--- src/common/rrs_pkg.sv ---
package rrs_pkg;
	// ==========================================================
	// timing
	// ==========================================================
	localparam int CLK_HZ = 50_000_000;          // mclk rate
	localparam int START_MIN_US = 500;           // least start pulse width, us
	localparam int CLOSURE_MS = 120;             // isolated contact closure, ms
	// least time in whole cycles; the per-us factor is an integer division, which rounds down
	localparam int START_MIN_CYC = (START_MIN_US * (CLK_HZ / 1_000_000));
	localparam int CLOSURE_CYC = (CLOSURE_MS * (CLK_HZ / 1_000));
	localparam int MAX_PARTIES = 10;             // bus population limit
	localparam int CNT_W = 24;                   // wide enough for closure count
	// ==========================================================
	// run states
	// ==========================================================
	typedef enum logic [1:0] {
		RRS_IDLE,
		RRS_PREP,
		RRS_RUN
	} rrs_state_t;
endpackage : rrs_pkg

--- src/common/rrs_line_if.sv ---
`timescale 1ns/100ps
// one open-drain bus line, as seen from the qualifier
interface rrs_line_if;
	logic raw;          // pin level, unsynchronised
	logic low_seen;     // synchronised line is low
	logic qualified;    // low for the qualifying width
	modport qual (input raw, output low_seen, output qualified);
	modport user (output raw, input low_seen, input qualified);
endinterface : rrs_line_if

--- src/design/rrs_line_qual.sv ---
`timescale 1ns/100ps
// ==========================================================
// two-flop synchroniser plus low-width qualifier
// ==========================================================
module rrs_line_qual #(
	parameter int MIN_CYC = 1
) (
	input wire logic mclk,
	input wire logic reset,
	rrs_line_if.qual line
);
	import rrs_pkg::*;
	logic meta_ff;                 // first stage, read only by sync_ff
	logic sync_ff;                 // second stage
	logic [CNT_W-1:0] low_cnt_ff;  // cycles the line has stayed low
	logic [CNT_W-1:0] nxt_low_cnt;
	logic at_min;
	localparam logic [CNT_W-1:0] MIN_V = CNT_W'(MIN_CYC);

	// ==========================================================
	// synchroniser
	// ==========================================================
	always_ff @(posedge mclk or posedge reset) begin
		if (reset) begin
			meta_ff <= 1'b1;
			sync_ff <= 1'b1;
		end else begin
			meta_ff <= line.raw;
			sync_ff <= meta_ff;
		end
	end

	// counter saturates so a long low stays qualified
	assign at_min = (low_cnt_ff >= MIN_V);
	assign nxt_low_cnt = sync_ff ? '0 : (at_min ? low_cnt_ff : low_cnt_ff + 1'b1);

	// width counter
	always_ff @(posedge mclk or posedge reset) begin
		if (reset) begin
			low_cnt_ff <= '0;
		end else begin
			low_cnt_ff <= nxt_low_cnt;
		end
	end

	assign line.low_seen = ~sync_ff;
	assign line.qualified = at_min;
endmodule : rrs_line_qual

--- src/design/rrs_top.sv ---
`timescale 1ns/100ps
module rrs_top (
	input wire logic mclk,
	input wire logic reset,
	input wire logic prep_in,        // prepare pin level
	output logic prep_oe_n,          // low: pull prepare low
	input wire logic ready_in,       // ready pin level
	output logic ready_oe_n,         // low: pull ready low (not ready)
	input wire logic start_in,       // start pin level
	output logic start_oe_n,         // low: pull start low
	input wire logic stop_in,        // stop pin level
	output logic stop_oe_n,          // low: pull stop low
	output logic contact_closed,     // isolated start contact drive
	input wire logic local_ready,    // this instrument is ready
	input wire logic local_prep,     // one-cycle local prepare request
	input wire logic local_start,    // one-cycle local start request
	input wire logic local_stop,     // one-cycle local stop request
	input wire logic run_done,       // one-cycle: run finished by itself
	output rrs_pkg::rrs_state_t run_state,  // current run state
	output logic sys_ready           // synchronised bus ready
);
	import rrs_pkg::*;

	// ==========================================================
	// line qualifiers
	// ==========================================================
	rrs_line_if prep_l ();
	rrs_line_if start_l ();
	rrs_line_if stop_l ();
	rrs_line_if ready_l ();
	assign prep_l.raw = prep_in;
	assign start_l.raw = start_in;
	assign stop_l.raw = stop_in;
	assign ready_l.raw = ready_in;

	rrs_line_qual #(.MIN_CYC(1)) u_prep (.mclk(mclk), .reset(reset), .line(prep_l));
	rrs_line_qual #(.MIN_CYC(START_MIN_CYC)) u_start (.mclk(mclk), .reset(reset),
		.line(start_l));
	rrs_line_qual #(.MIN_CYC(1)) u_stop (.mclk(mclk), .reset(reset), .line(stop_l));
	rrs_line_qual #(.MIN_CYC(1)) u_ready (.mclk(mclk), .reset(reset), .line(ready_l));

	// ==========================================================
	// state and timers
	// ==========================================================
	rrs_state_t state_ff;             // run state
	rrs_state_t nxt_state;
	logic start_q_ff;                 // qualified start, last cycle
	logic [CNT_W-1:0] closure_ff;     // contact closure remaining
	logic [CNT_W-1:0] nxt_closure;
	logic [CNT_W-1:0] start_drv_ff;   // own start pulse remaining
	logic [CNT_W-1:0] prep_drv_ff;    // own prepare pulse remaining
	logic [CNT_W-1:0] stop_drv_ff;    // own stop pulse remaining
	logic start_evt;                  // run begins this cycle
	logic stop_evt;                   // run ends this cycle
	logic prep_evt;                   // preparation begins
	localparam logic [CNT_W-1:0] PULSE_V = CNT_W'(START_MIN_CYC);
	localparam logic [CNT_W-1:0] CLOS_V = CNT_W'(CLOSURE_CYC);

	// a qualified start acts once, on its rising qualification
	assign start_evt = (start_l.qualified & ~start_q_ff) | local_start;
	// stop wins over start and prepare in every state and blocks own start drive and contact: the device must reach ready quickly
	assign stop_evt = stop_l.low_seen | local_stop | run_done;
	assign prep_evt = prep_l.low_seen | local_prep;

	// next run state
	always_comb begin
		nxt_state = state_ff;
		case (state_ff)
			RRS_IDLE: begin
				if (stop_evt) begin
					nxt_state = RRS_IDLE;
				end else if (start_evt) begin
					nxt_state = RRS_RUN;
				end else if (prep_evt) begin
					nxt_state = RRS_PREP;
				end
			end
			RRS_PREP: begin
				if (stop_evt) begin
					nxt_state = RRS_IDLE;
				end else if (start_evt) begin
					nxt_state = RRS_RUN;
				end
			end
			RRS_RUN: begin
				if (stop_evt) begin
					nxt_state = RRS_IDLE;
				end
			end
			default: begin
				nxt_state = RRS_IDLE;
			end
		endcase
	end

	// closure reloads on every run start
	assign nxt_closure = (start_evt && !stop_evt) ? CLOS_V
		: ((closure_ff != '0) ? closure_ff - 1'b1 : closure_ff);

	// count down helper for own drive pulses
	function automatic logic [CNT_W-1:0] dec_or_load(input logic load,
		input logic [CNT_W-1:0] cur);
		if (load) begin
			dec_or_load = PULSE_V;
		end else if (cur != '0) begin
			dec_or_load = cur - 1'b1;
		end else begin
			dec_or_load = cur;
		end
	endfunction : dec_or_load

	// state register
	always_ff @(posedge mclk or posedge reset) begin
		if (reset) begin
			state_ff <= RRS_IDLE;
			start_q_ff <= 1'b0;
			closure_ff <= '0;
		end else begin
			state_ff <= nxt_state;
			start_q_ff <= start_l.qualified;
			closure_ff <= nxt_closure;
		end
	end

	// own bus pulses: local actions are held low the minimum width
	always_ff @(posedge mclk or posedge reset) begin
		if (reset) begin
			start_drv_ff <= '0;
			prep_drv_ff <= '0;
			stop_drv_ff <= '0;
		end else begin
			start_drv_ff <= dec_or_load(local_start & ~stop_evt, start_drv_ff);
			prep_drv_ff <= dec_or_load(local_prep, prep_drv_ff);
			stop_drv_ff <= dec_or_load(local_stop, stop_drv_ff);
		end
	end

	// ==========================================================
	// pin drive: enable low means pull low, never drive high
	// ==========================================================
	// sinking only keeps a bus of up to ten parties free of contention
	assign start_oe_n = (start_drv_ff == '0);
	assign prep_oe_n = (prep_drv_ff == '0);
	assign stop_oe_n = (stop_drv_ff == '0);
	assign ready_oe_n = local_ready;
	assign contact_closed = (closure_ff != '0);
	assign run_state = state_ff;
	assign sys_ready = ~ready_l.low_seen;
endmodule : rrs_top

--- config.mk ---
export PLATFORM = sky130hd
export DESIGN_NAME = rrs_top
export DESIGN_NICKNAME = d
export VERILOG_FILES = /design/src/common/rrs_pkg.sv /design/src/common/rrs_line_if.sv /design/src/design/rrs_line_qual.sv /design/src/design/rrs_top.sv
export SDC_FILE = /design/constraint.sdc
export NUM_CORES = 1
export LEC_CHECK = 0
export BUFFER_PORTS_ARGS = -buffer_cell sky130_fd_sc_hd__buf_4
export CAP_MARGIN = 20
export CORE_MARGIN = 5
export CORE_UTILIZATION = 69
export CTS_CLUSTER_SIZE = 20
export DETAILED_ROUTE_END_ITERATION = 10
export PLACE_DENSITY = 0.95
export SYNTH_ARGS = -nofsm -noshare
export SYNTH_HDL_FRONTEND = slang
export SYNTH_HIERARCHICAL = 1
export SYNTH_SLANG_ARGS = --single-unit
--- constraint.sdc ---
create_clock -name mclk -period 7.94 [get_ports mclk]
set_input_delay 0.397 -clock mclk [delete_from_list [all_inputs] [get_ports mclk]]
set_output_delay 0.397 -clock mclk [all_outputs]
set_load 0.05 [all_outputs]
# --- Word level (Yosys, flattened, before mapping) ---
# Cells that the tools add are included.
totals:
  word_cells: 69
  reg_bits: 131
  output_inout_bits: 8
classes:
  reduce_logical: 15
  muxes: 17
  n_lt_le_gt_ge: 1
  n_eq_ne: 6
  add_sub_neg: 5
  bitwise_logic: 10
ops:
  columns: ["operator", "n"]
  rows:
  - ["24-bit 2-to-1 mux", 10]
  - ["24-bit nonzero test", 4]
  - ["24-bit by 1-bit subtractor with 24-bit output, second input constant", 4]
  - ["24-bit zero test", 3]
  - ["24-bit by 1-bit adder with 24-bit output, second input constant", 1]
  - ["24-bit by 15-bit >= comparator with 1-bit output, second input constant", 1]
  - ["2-bit 2-to-1 mux", 6]
  - ["2-bit nonzero test", 4]
  - ["2-bit case mux with 3 select lines", 1]
  - ["4-bit != test, second input constant", 1]
  - ["1-bit inverter", 4]
  - ["1-bit OR", 4]
  - ["3-bit != test, second input constant", 1]
  - ["3-bit AND reduction", 1]
  - ["1-bit AND", 2]
  - ["2-bit by 1-bit == test with 1-bit output, second input constant", 1]
  - ["2-bit == test, second input constant", 1]
  - ["2-bit zero test", 1]
  - ["2-bit by 1-bit != test with 1-bit output, second input constant", 1]
  - ["2-bit != test, second input constant", 1]
  - ["1-bit logical AND", 1]
  - ["1-bit zero test", 1]

# --- Longest topological paths before layout ---
# Gate-level depths: netlist of run 1.
depth:
  word_depth: 6
  ltp_mapped: 9
  depth_no_buf: 8

# --- Cells and area by module ---
# The synthesis of run 1 kept the hierarchy.
modules_own_cells:
  columns: ["mod", "seq_area_each_um2", "cells_each", "area_per_inst_um2", "n_inst"]
  rows:
  - ["rrs_top", 2477.4, 573, 5454.0, 1]
  - ["rrs_line_qual (u_prep ...)", 653.1, 74, 982.2, 3]
  - ["rrs_line_qual (u_start)", 653.1, 120, 1226.2, 1]

# --- Worst setup path before layout of run 1 ---
# No wires, ideal clock.
synth_timing:
  path_type: "register -> output"
  start: "reg prep_drv_ff[6]"
  end: "out prep_oe_n"
  arrival_time_ns: 2.193
  t_required_ns: 7.543
  setup_slack_ns: 5.350
  path_stages_with_launch: 5
  n_path_buf: 1
  path_cell_list: "dfrtp_1 > buf_2 > or4_4 > or4_4 > nor2_1"
synth_between:
  elab_chain_cells: 1
synth_rtl:
  columns: ["element", "line", "source"]
  rows:
  - ["start, declared", "rrs_top.sv:51", "logic [CNT_W-1:0] prep_drv_ff;"]
  - ["start signal, assigned", "rrs_top.sv:133", "prep_drv_ff <= dec_or_load(local_prep, prep_drv_ff);"]
  - ["24-bit zero test", "rrs_top.sv:143", "assign prep_oe_n = (prep_drv_ff == '0);"]
  - ["end, declared", "rrs_top.sv:6", "output logic prep_oe_n,"]
# Every way passes these cells.

# --- Worst setup path in the final report of run 1 ---
layout_timing:
  start: "reg start_drv_ff[19]"
  end: "out start_oe_n"
layout_between:
  elab_chain_cells: 1
layout_rtl:
  columns: ["element", "line", "source"]
  rows:
  - ["start, declared", "rrs_top.sv:50", "logic [CNT_W-1:0] start_drv_ff;"]
  - ["start signal, assigned", "rrs_top.sv:132", "start_drv_ff <= dec_or_load(local_start & ~stop_evt, start_drv_ff);"]
  - ["24-bit zero test", "rrs_top.sv:142", "assign start_oe_n = (start_drv_ff == '0);"]
  - ["end, declared", "rrs_top.sv:10", "output logic start_oe_n,"]
# Every way passes these cells.

==> results of run 1 <==
-- area by class of cell --
cell class | count | share of cell area [%]
repair buffers | 23 | 2.413
clock inverters | 10 | 1.728
inverters | 29 | 1.451
well taps | 133 | 2.169
flip-flops and latches | 131 | 42.85
multi-input cells | 518 | 43.53
clock buffers | 21 | 5.854
-- worst reg2reg max path, delay by kind of cell, from the launching register on --
family        cells  cell delay [ns]
simple gates      5             2.29
flops             1             0.40
buf+inv           1             0.22
-- per-stage QoR --
stage / worst slack (ns) / total power, mW / hold WS, ns
5_1_grt: 4.109 / 1.890 / 0.1770
6_report: 4.386 / 1.814 / 0.1633
3_3_place_gp: 5.080 / 1.015 / 0.3454
2_1_floorplan: 4.953 / 0.9735 / 0.3085
4_1_cts: 4.408 / 1.814 / 0.1493
3_5_place_dp: 4.978 / 1.034 / 0.3472
-- metal layers --
| metal | up-vias | routed length [um] |
|---|---|---|
| met5 | - | 0 |
| met4 | 0 | 357 |
| met3 | 28 | 892 |
| met2 | 212 | 7902 |
| met1 | 2816 | 6370 |
| li1 | 2589 | - |
-- sequential cells by signal, indices dropped and copies added, names as in the netlist --
name,flops
u_start/low_cnt_ff,24
stop_drv_ff,24
prep_drv_ff,24
closure_ff,24
u_prep/meta_ff,1
run_state,2
u_stop/sync_ff,1
start_drv_ff,24
u_ready/meta_ff,1
u_start/sync_ff,1
u_stop/meta_ff,1
u_ready/sync_ff,1
u_start/meta_ff,1
u_prep/sync_ff,1
start_q_ff,1
-- what timing repair did --
action,CTS,global route
gates resized for setup,0,0
setup buffers,0,0
hold buffers,5,0
endpoints found under the hold margin,34,0
-- power by group --
| group | internal [mW] | switching (mW) |
|---|---|---|
| Clock | 0.491 | 0.287 |
| Combinational | 0.0958 | 0.144 |
| Sequential | 0.725 | 0.0709 |
-- final timing paths --
| check | start | end | slack (ns) | depth (start not counted) |
|---|---|---|---|---|
| worst max-delay path | start_drv_ff[19] | start_oe_n | 4.39 | 5 |
| worst min-delay path | run_done | run_state[1] | 0.16 | 3 |
| worst max register to register | start_drv_ff[19] | start_drv_ff[7] | 4.90 | 6 |
| worst min register to register | u_start/meta_ff | u_start/sync_ff | 0.35 | 0 |
| max in group asynchronous | reset | start_drv_ff[4] | 6.29 | 4 |
| min in group asynchronous | reset | stop_drv_ff[22] | 0.42 | 3 |
==> results, run 1 <==
- The area of the mapped netlist is 0.006860 sq mm.
- The die span in x is 109.7 um.
- In the layout the commonest cells are sky130_fd_sc_hd__dfrtp_1 (123), sky130_fd_sc_hd__nor2_1 (83), sky130_fd_sc_hd__nand2_1 (32).
- Each instance of the synthesized netlist takes up on average 9.731 sq um.
- During placement, the flow inserted port buffers numbering 16.
- In this run the count of I/O pins placed on the die edge is 19.
- In this run the clock root is driven by a sky130_fd_sc_hd__clkbuf_8.
- In the finished design, the share of the clock period the worst path needs comes to 44.76%.
- The sequential cell area is 0.003288 sq mm.
- Among cell families on the critical path, the largest total delay comes from simple AND/OR/NAND/NOR gates.
- The initial antenna violation count is 0.
- The flow ran to the end, and the final reports show no timing, DRC or antenna violations.
- Across the run, the number of max-cap violations was 0.
- The number of buffers created by CTS is 17.
- The slowest stage of the critical path is the sky130_fd_sc_hd__nor4_2 cell.
- After legalization and detailed placement, the total HPWL measured 9526 um.
- Based on the critical path, the design can be clocked at up to 281.4 MHz.
- The detailed router finished its first iteration with 496 violations.
- The clock tree skew after final layout is 0.01397 ns.
- The total area inside the core boundary comes to 0.009729 sq mm.
- For this run, the post-layout net count is 741.
- The post-layout utilization of the core is 78.87%.
- The clock tree from TritonCTS is built.
- For the worst setup path, the data required time is 7.54 ns.
- Walking the worst path, the cells encountered are or4_1 -> nor4_2 -> nand4_2 -> inv_2 -> buf_4.
- The worst setup path is of the flop to primary output kind.
- The number of sinks handled by clock tree synthesis is 131.
- Global routing consumed, on the met1 layer, 36.43% of the routing resources.
- The wire length of the first global-routing pass is 26,960 um.
- The met3 capacity usage during global routing is 6.694%.
- The average vias per placed instance is 6.526.
- The largest driver fanout on the critical path is 12.
- The arrival time at the worst endpoint is 3.16 ns.
- Synthesis handed over a netlist of 705 instances.
- The number of filler cells placed in the layout is 590.
- Setup repair after global routing left no endpoint under its margin.
- In this run the number of H-tree levels came out at 4.
- The commonest non-fill, non-tap cell in the layout is sky130_fd_sc_hd__dfrtp_1.
- The total congestion overflow is 0.
- After routing the design area is 0.007674 sq mm.
- Once detail routing completed, the nets flagged for antenna violations numbered 0.
- Setup violations remaining at the end of the flow were counted as 0.
- The number of non-filler instances in the completed layout is 865.
- Once the floorplan was initialized, standard cells occupied 70.51% of the core.
- The total placed instance area is 0.007042 sq mm.
- The area growth from synthesis to layout is 11.85%.
- The number of nets handed over by synthesis was 726.
- After detailed routing, the average wire length per cell comes to 17.95 um.
- The number of placement rows is 36.
- The worst setup path is captured at a primary output.
- The count of endpoints failing hold in the final timing report is 0.
- The CTS clock-pin slew for the worst setup and hold paths is 0.06 ns.
- Global routing used 47.91% of the available met2 tracks.
- The routed layout has 5,645 vias.
- The combined area of the multi-input logic cells is 0.003341 sq mm.
- The number of placed instances with taps included is 829.
- The number of antenna diodes is 0.
- The most crowded layer after global routing is met2.
- The smallest clock period supported by the final layout is computed as 3.554 ns.
- The final setup TNS is 0 ns.
- The DRC violation count after routing is 0.
- The power density relative to cell area is 236.4 mW/mm^2.
- The analysis attributes to cell leakage a power of 3.168 nW.
- The final weighted congestion in routability-driven placement is 0.8897.
- The max-slew violation total from the final report is 0.
- The buffer depth of the longest clock path is 2.
- The worst min-delay path class is input pin to flop.
- The maximum VDD drop is 0.1897 mV.
- For the pin with the worst max-slew slack, the measured transition is 0.9375 ns.
- Across every metal layer, demand over resource in global routing totals 28.70%.
- The critical path contains buffers and inverters numbering 2 combined.
- The via count of the first global-routing pass is 5,612.
- The total wire length is 15,520 um.
- The number of synthesis warnings is 6.
- The largest stage delay on the critical path is 0.73 ns.
- The die extent in y is 109.7 um.
- For the worst-skew pair, the clock arrives at the later sink with an insertion delay of 0.54 ns.
- In this run the tightest slew margin relative to its limit is 37.43%.
- The floorplan step defined a die boundary enclosing 0.01204 sq mm.
- Before antenna repair, the detailed router went through 5 iterations.
- STA classifies the critical path startpoint as a flop.
- The largest net degree at the start of global routing is 76.
- The share of post-route cells with drive strength above 1 is 12.02%.
No activity file was read; power rests on OpenSTA's default activity.
==> run 2: changes to the inputs <==
--- a/config.mk
+++ b/config.mk
@@ -8,10 +8,10 @@
 export BUFFER_PORTS_ARGS = -buffer_cell sky130_fd_sc_hd__buf_4
 export CAP_MARGIN = 20
 export CORE_MARGIN = 5
-export CORE_UTILIZATION = 69
+export CORE_UTILIZATION = 58
 export CTS_CLUSTER_SIZE = 20
 export DETAILED_ROUTE_END_ITERATION = 10
-export PLACE_DENSITY = 0.95
+export PLACE_DENSITY = 0.89
 export SYNTH_ARGS = -nofsm -noshare
 export SYNTH_HDL_FRONTEND = slang
 export SYNTH_HIERARCHICAL = 1
==> constraint.sdc (replaced) <==
create_clock -name mclk -period 3.1 [get_ports mclk]
set_input_delay 0.155 -clock mclk [delete_from_list [all_inputs] [get_ports mclk]]
set_output_delay 0.155 -clock mclk [all_outputs]
set_load 0.05 [all_outputs]
==> run 2 against run 1 <==
Effect of this change:
- register-to-register slack worse by 4.4 ns
- largest cell class unchanged
- clock skew is 0.0062 ns lower
- sequential power grew to 2.6 times the previous value
- hold slack worse by 0.071 ns
- critical endpoint is now contact_closed
- critical path depth stayed put
- routed wire length is 2.3% lower
- via count is 1.6% lower
- total power grew to 2.6 times the previous value
- clock-buffer cell count is 6 higher
- flip-flop and latch count stayed put
- combinational power grew to 2.7 times the previous value
==> results, run 2 (synthesis gave the netlist of run 1 again) <==
- In the finished design, the share of the clock period the worst path needs comes to 90.60%.
- The initial DRC count was 573 (was 496).
- The HPWL after detailed placement is 9843 um (was 9526 um).
- The commonest non-fill, non-tap cell in the layout is sky130_fd_sc_hd__dfrtp_1 (unchanged).
- The arrival time at the worst endpoint is 2.65 ns (was 3.16 ns).
- The total wire length is 15,170 um (was 15,520 um).
- The cts-stage hold buffer count came to 5 (unchanged).
- The final weighted congestion in routability-driven placement is 0.8976 (was 0.8897).
- The number of antenna diodes was 0 (unchanged).
- The clock tree from TritonCTS is built (unchanged).
- The number of maximum-capacitance constraint violations was 0 (unchanged).
- The depth of the CTS H-tree was 4 (unchanged).
- The buffer depth of the longest clock path is 2 (unchanged).
- The count of input and output buffers is 16 (unchanged).
- The cell with the biggest individual delay on the critical path is sky130_fd_sc_hd__or4_1 (was sky130_fd_sc_hd__nor4_2).
- The total congestion overflow is 0 (unchanged).
- The total die area was 0.01410 sq mm (was 0.01204 sq mm).
- The share of post-route cells with drive strength above 1 is 12.57% (was 12.02%).
- The critical path class is flop to primary output (unchanged).
- The end of the worst register-to-register path is closure_ff[4] (was start_drv_ff[7]).
- The critical path capture point type is a primary output (unchanged).
- The endpoint of the worst setup timing path is contact_closed (was start_oe_n).
- The synthesis-to-finish area growth came to 13.37% (was 11.85%).
- The largest driver fanout on the critical path was 9 (was 12).
- The die extent in y was 118.8 um (was 109.7 um).
- The slack of the worst reg-to-reg path was 0.49 ns (was 4.90 ns).
- The data required time at the worst endpoint was 2.94 ns (was 7.54 ns).
- The initial antenna violation count is 0 (unchanged).
- The number of primary I/O pins is 19 (unchanged).
- The die span in x came to 118.8 um (was 109.7 um).
- The combined buffer and inverter count along the critical path is 2 (unchanged).
- The average vias per placed instance is 6.289 (was 6.526).
- The net count reported at finish is 748 (was 741).
- The effective utilization at floorplan is 59.57% (was 70.51%).
- The power density relative to cell area came to 598.2 mW/mm^2 (was 236.4 mW/mm^2).
- The clock tree skew after final layout came to 0.007734 ns (was 0.01397 ns).
- RSZ-0062 raised after global routing: no (unchanged).
- The sequential cell area is 0.003288 sq mm (unchanged).
- The post-detailed-route wirelength per cell is 17.18 um (was 17.95 um).
- The largest delay contributor family on the critical path was simple AND/OR/NAND/NOR gates (unchanged).
- The total power draw is 4.652 mW (was 1.814 mW).
- The wire length of the first global-routing pass is 26,440 um (was 26,960 um).
- The CTS clock-pin slew for the worst setup and hold paths is 0.06 ns (about the same).
- The worst reg2reg path depth is 7 (was 6).
- The count of nets left with antenna violations after detail routing was 0 (unchanged).
- The largest net degree at the start of global routing is 55 (was 76).
- The worst slew margin relative to its limit is 38.77% (was 37.43%).
- The transition time at the pin with the least slew margin is 0.9100 ns (was 0.9375 ns).
- The clock tree root buffer cell is sky130_fd_sc_hd__clkbuf_16 (was sky130_fd_sc_hd__clkbuf_8).
- The number of failing setup endpoints in the final timing report is 0 (unchanged).
- The highest clock frequency the design can meet is 356.1 MHz.
- The max-slew violation total from the final report came to 0 (unchanged).
- The worst reg2reg path startpoint is u_start/low_cnt_ff[15] (was start_drv_ff[19]).
- The post-cts gate resize count was 0 (unchanged).
- The largest stage delay on the critical path is 0.60 ns (was 0.73 ns).
- Most frequent cells in the layout: sky130_fd_sc_hd__dfrtp_1 (123), sky130_fd_sc_hd__nor2_1 (83), sky130_fd_sc_hd__nand2_1 (32) (unchanged).
- The source of the critical timing path is closure_ff[3] (was start_drv_ff[19]).
- The instance count on the critical path came to 5 (unchanged).
- The leakage power is 3.227 nW (was 3.168 nW).
- Cell-by-cell trace of the critical path: or4_1 -> nor3_2 -> and3_1 -> inv_1 -> buf_4 (was or4_1 -> nor4_2 -> nand4_2 -> inv_2 -> buf_4).
- The number of filler cells placed in the layout was 804 (was 590).
- Result of the run: complete, no violations (unchanged).
- The worst min-delay path class is input pin to flop (unchanged).
- The count of endpoints failing hold in the final timing report was 0 (unchanged).
- The routed design could run at a clock period as short as 2.809 ns.
- The maximum VDD drop is 0.4712 mV (was 0.1897 mV).
- The via count of the first global-routing pass was 5,649 (was 5,612).
- The number of sinks handled by clock tree synthesis is 131 (unchanged).
- The insertion delay of the later-clocked pin in the worst-skew pair was 0.42 ns (was 0.54 ns).
- The startpoint kind of the worst setup timing path was a flop (unchanged).
- The number of placement rows is 39 (was 36).
- The total number of vias is 5,553 (was 5,645).
- The number of detailed-route iterations in the first pass is 5 (unchanged).
- The area of the core is 0.01152 sq mm (was 0.009729 sq mm).
- The global-route usage over all layers is 22.72% (was 28.70%).
- The final setup TNS is 0 ns (unchanged).
- The combined area of the multi-input logic cells is 0.003341 sq mm (unchanged).
- The DRC violation count after routing is 0 (unchanged).
- The number of buffers created by CTS is 17 (unchanged).
- The post-CTS setup repair buffer count is 0 (unchanged).
-- run 2: changes by cell type in the layout (fill, tap and decap cells not counted), sizes merged --
cell | previous run | this run
clkinvlp | 3 | 0
buf | 18 | 25
bufinv | 3 | 2
clkinv | 4 | 3
clkbuf | 21 | 27
-- run 2: power breakdown --
| group | switching (mW) | internal [mW] |
|---|---|---|
| clock network | 0.691 | 1.29 |
| logic | 0.374 | 0.262 |
| registers | 0.181 | 1.86 |
| total | 1.25 | 3.41 |
-- run 2: worst min-delay path by stage --
stage	start	end	slack (ns)	cells after the start
floorplan	reset	u_prep/meta_ff	0.07	1
global placement	reset	u_ready/sync_ff	0.22	2
detailed placement	reset	u_ready/sync_ff	0.23	2
CTS	run_done	run_state[1]	0.07	3
global route	run_done	run_state[0]	0.09	3
finish	local_prep	prep_drv_ff[0]	0.09	2
-- run 2: layout make-up --
class	count	share of cell area, %
multi-input cells	518	42.95
clock buffers	27	6.596
repair buffers	30	3.475
clock inverters	5	0.9653
flip-flops and latches	131	42.28
well taps	143	2.301
inverters	29	1.432
-- run 2: layer usage --
| layer | up-vias | track usage (%) | wire length, um |
|---|---|---|---|
| li1 | 2604 | - | - |
| met1 | 2775 | 28.65 | 6455 |
| met2 | 148 | 37.58 | 7803 |
| met3 | 26 | 5.683 | 651 |
| met4 | 0 | 9.341 | 263 |
| met5 | - | 0 | 0 |
-- run 2: per-stage QoR --
stage	setup slack, ns	util [%]	hold WS (ns)	area [sq um]	instances
global placement	0.5893	61.76	0.2214	7112	845
CTS	0.2875	67.30	0.07241	7750	882
floorplan	0.3546	-	0.06650	6860	705
finish	0.2914	67.54	0.09200	7777	883
global route	0.1235	67.54	0.09425	7777	883
detailed placement	0.5393	61.76	0.2313	7112	845
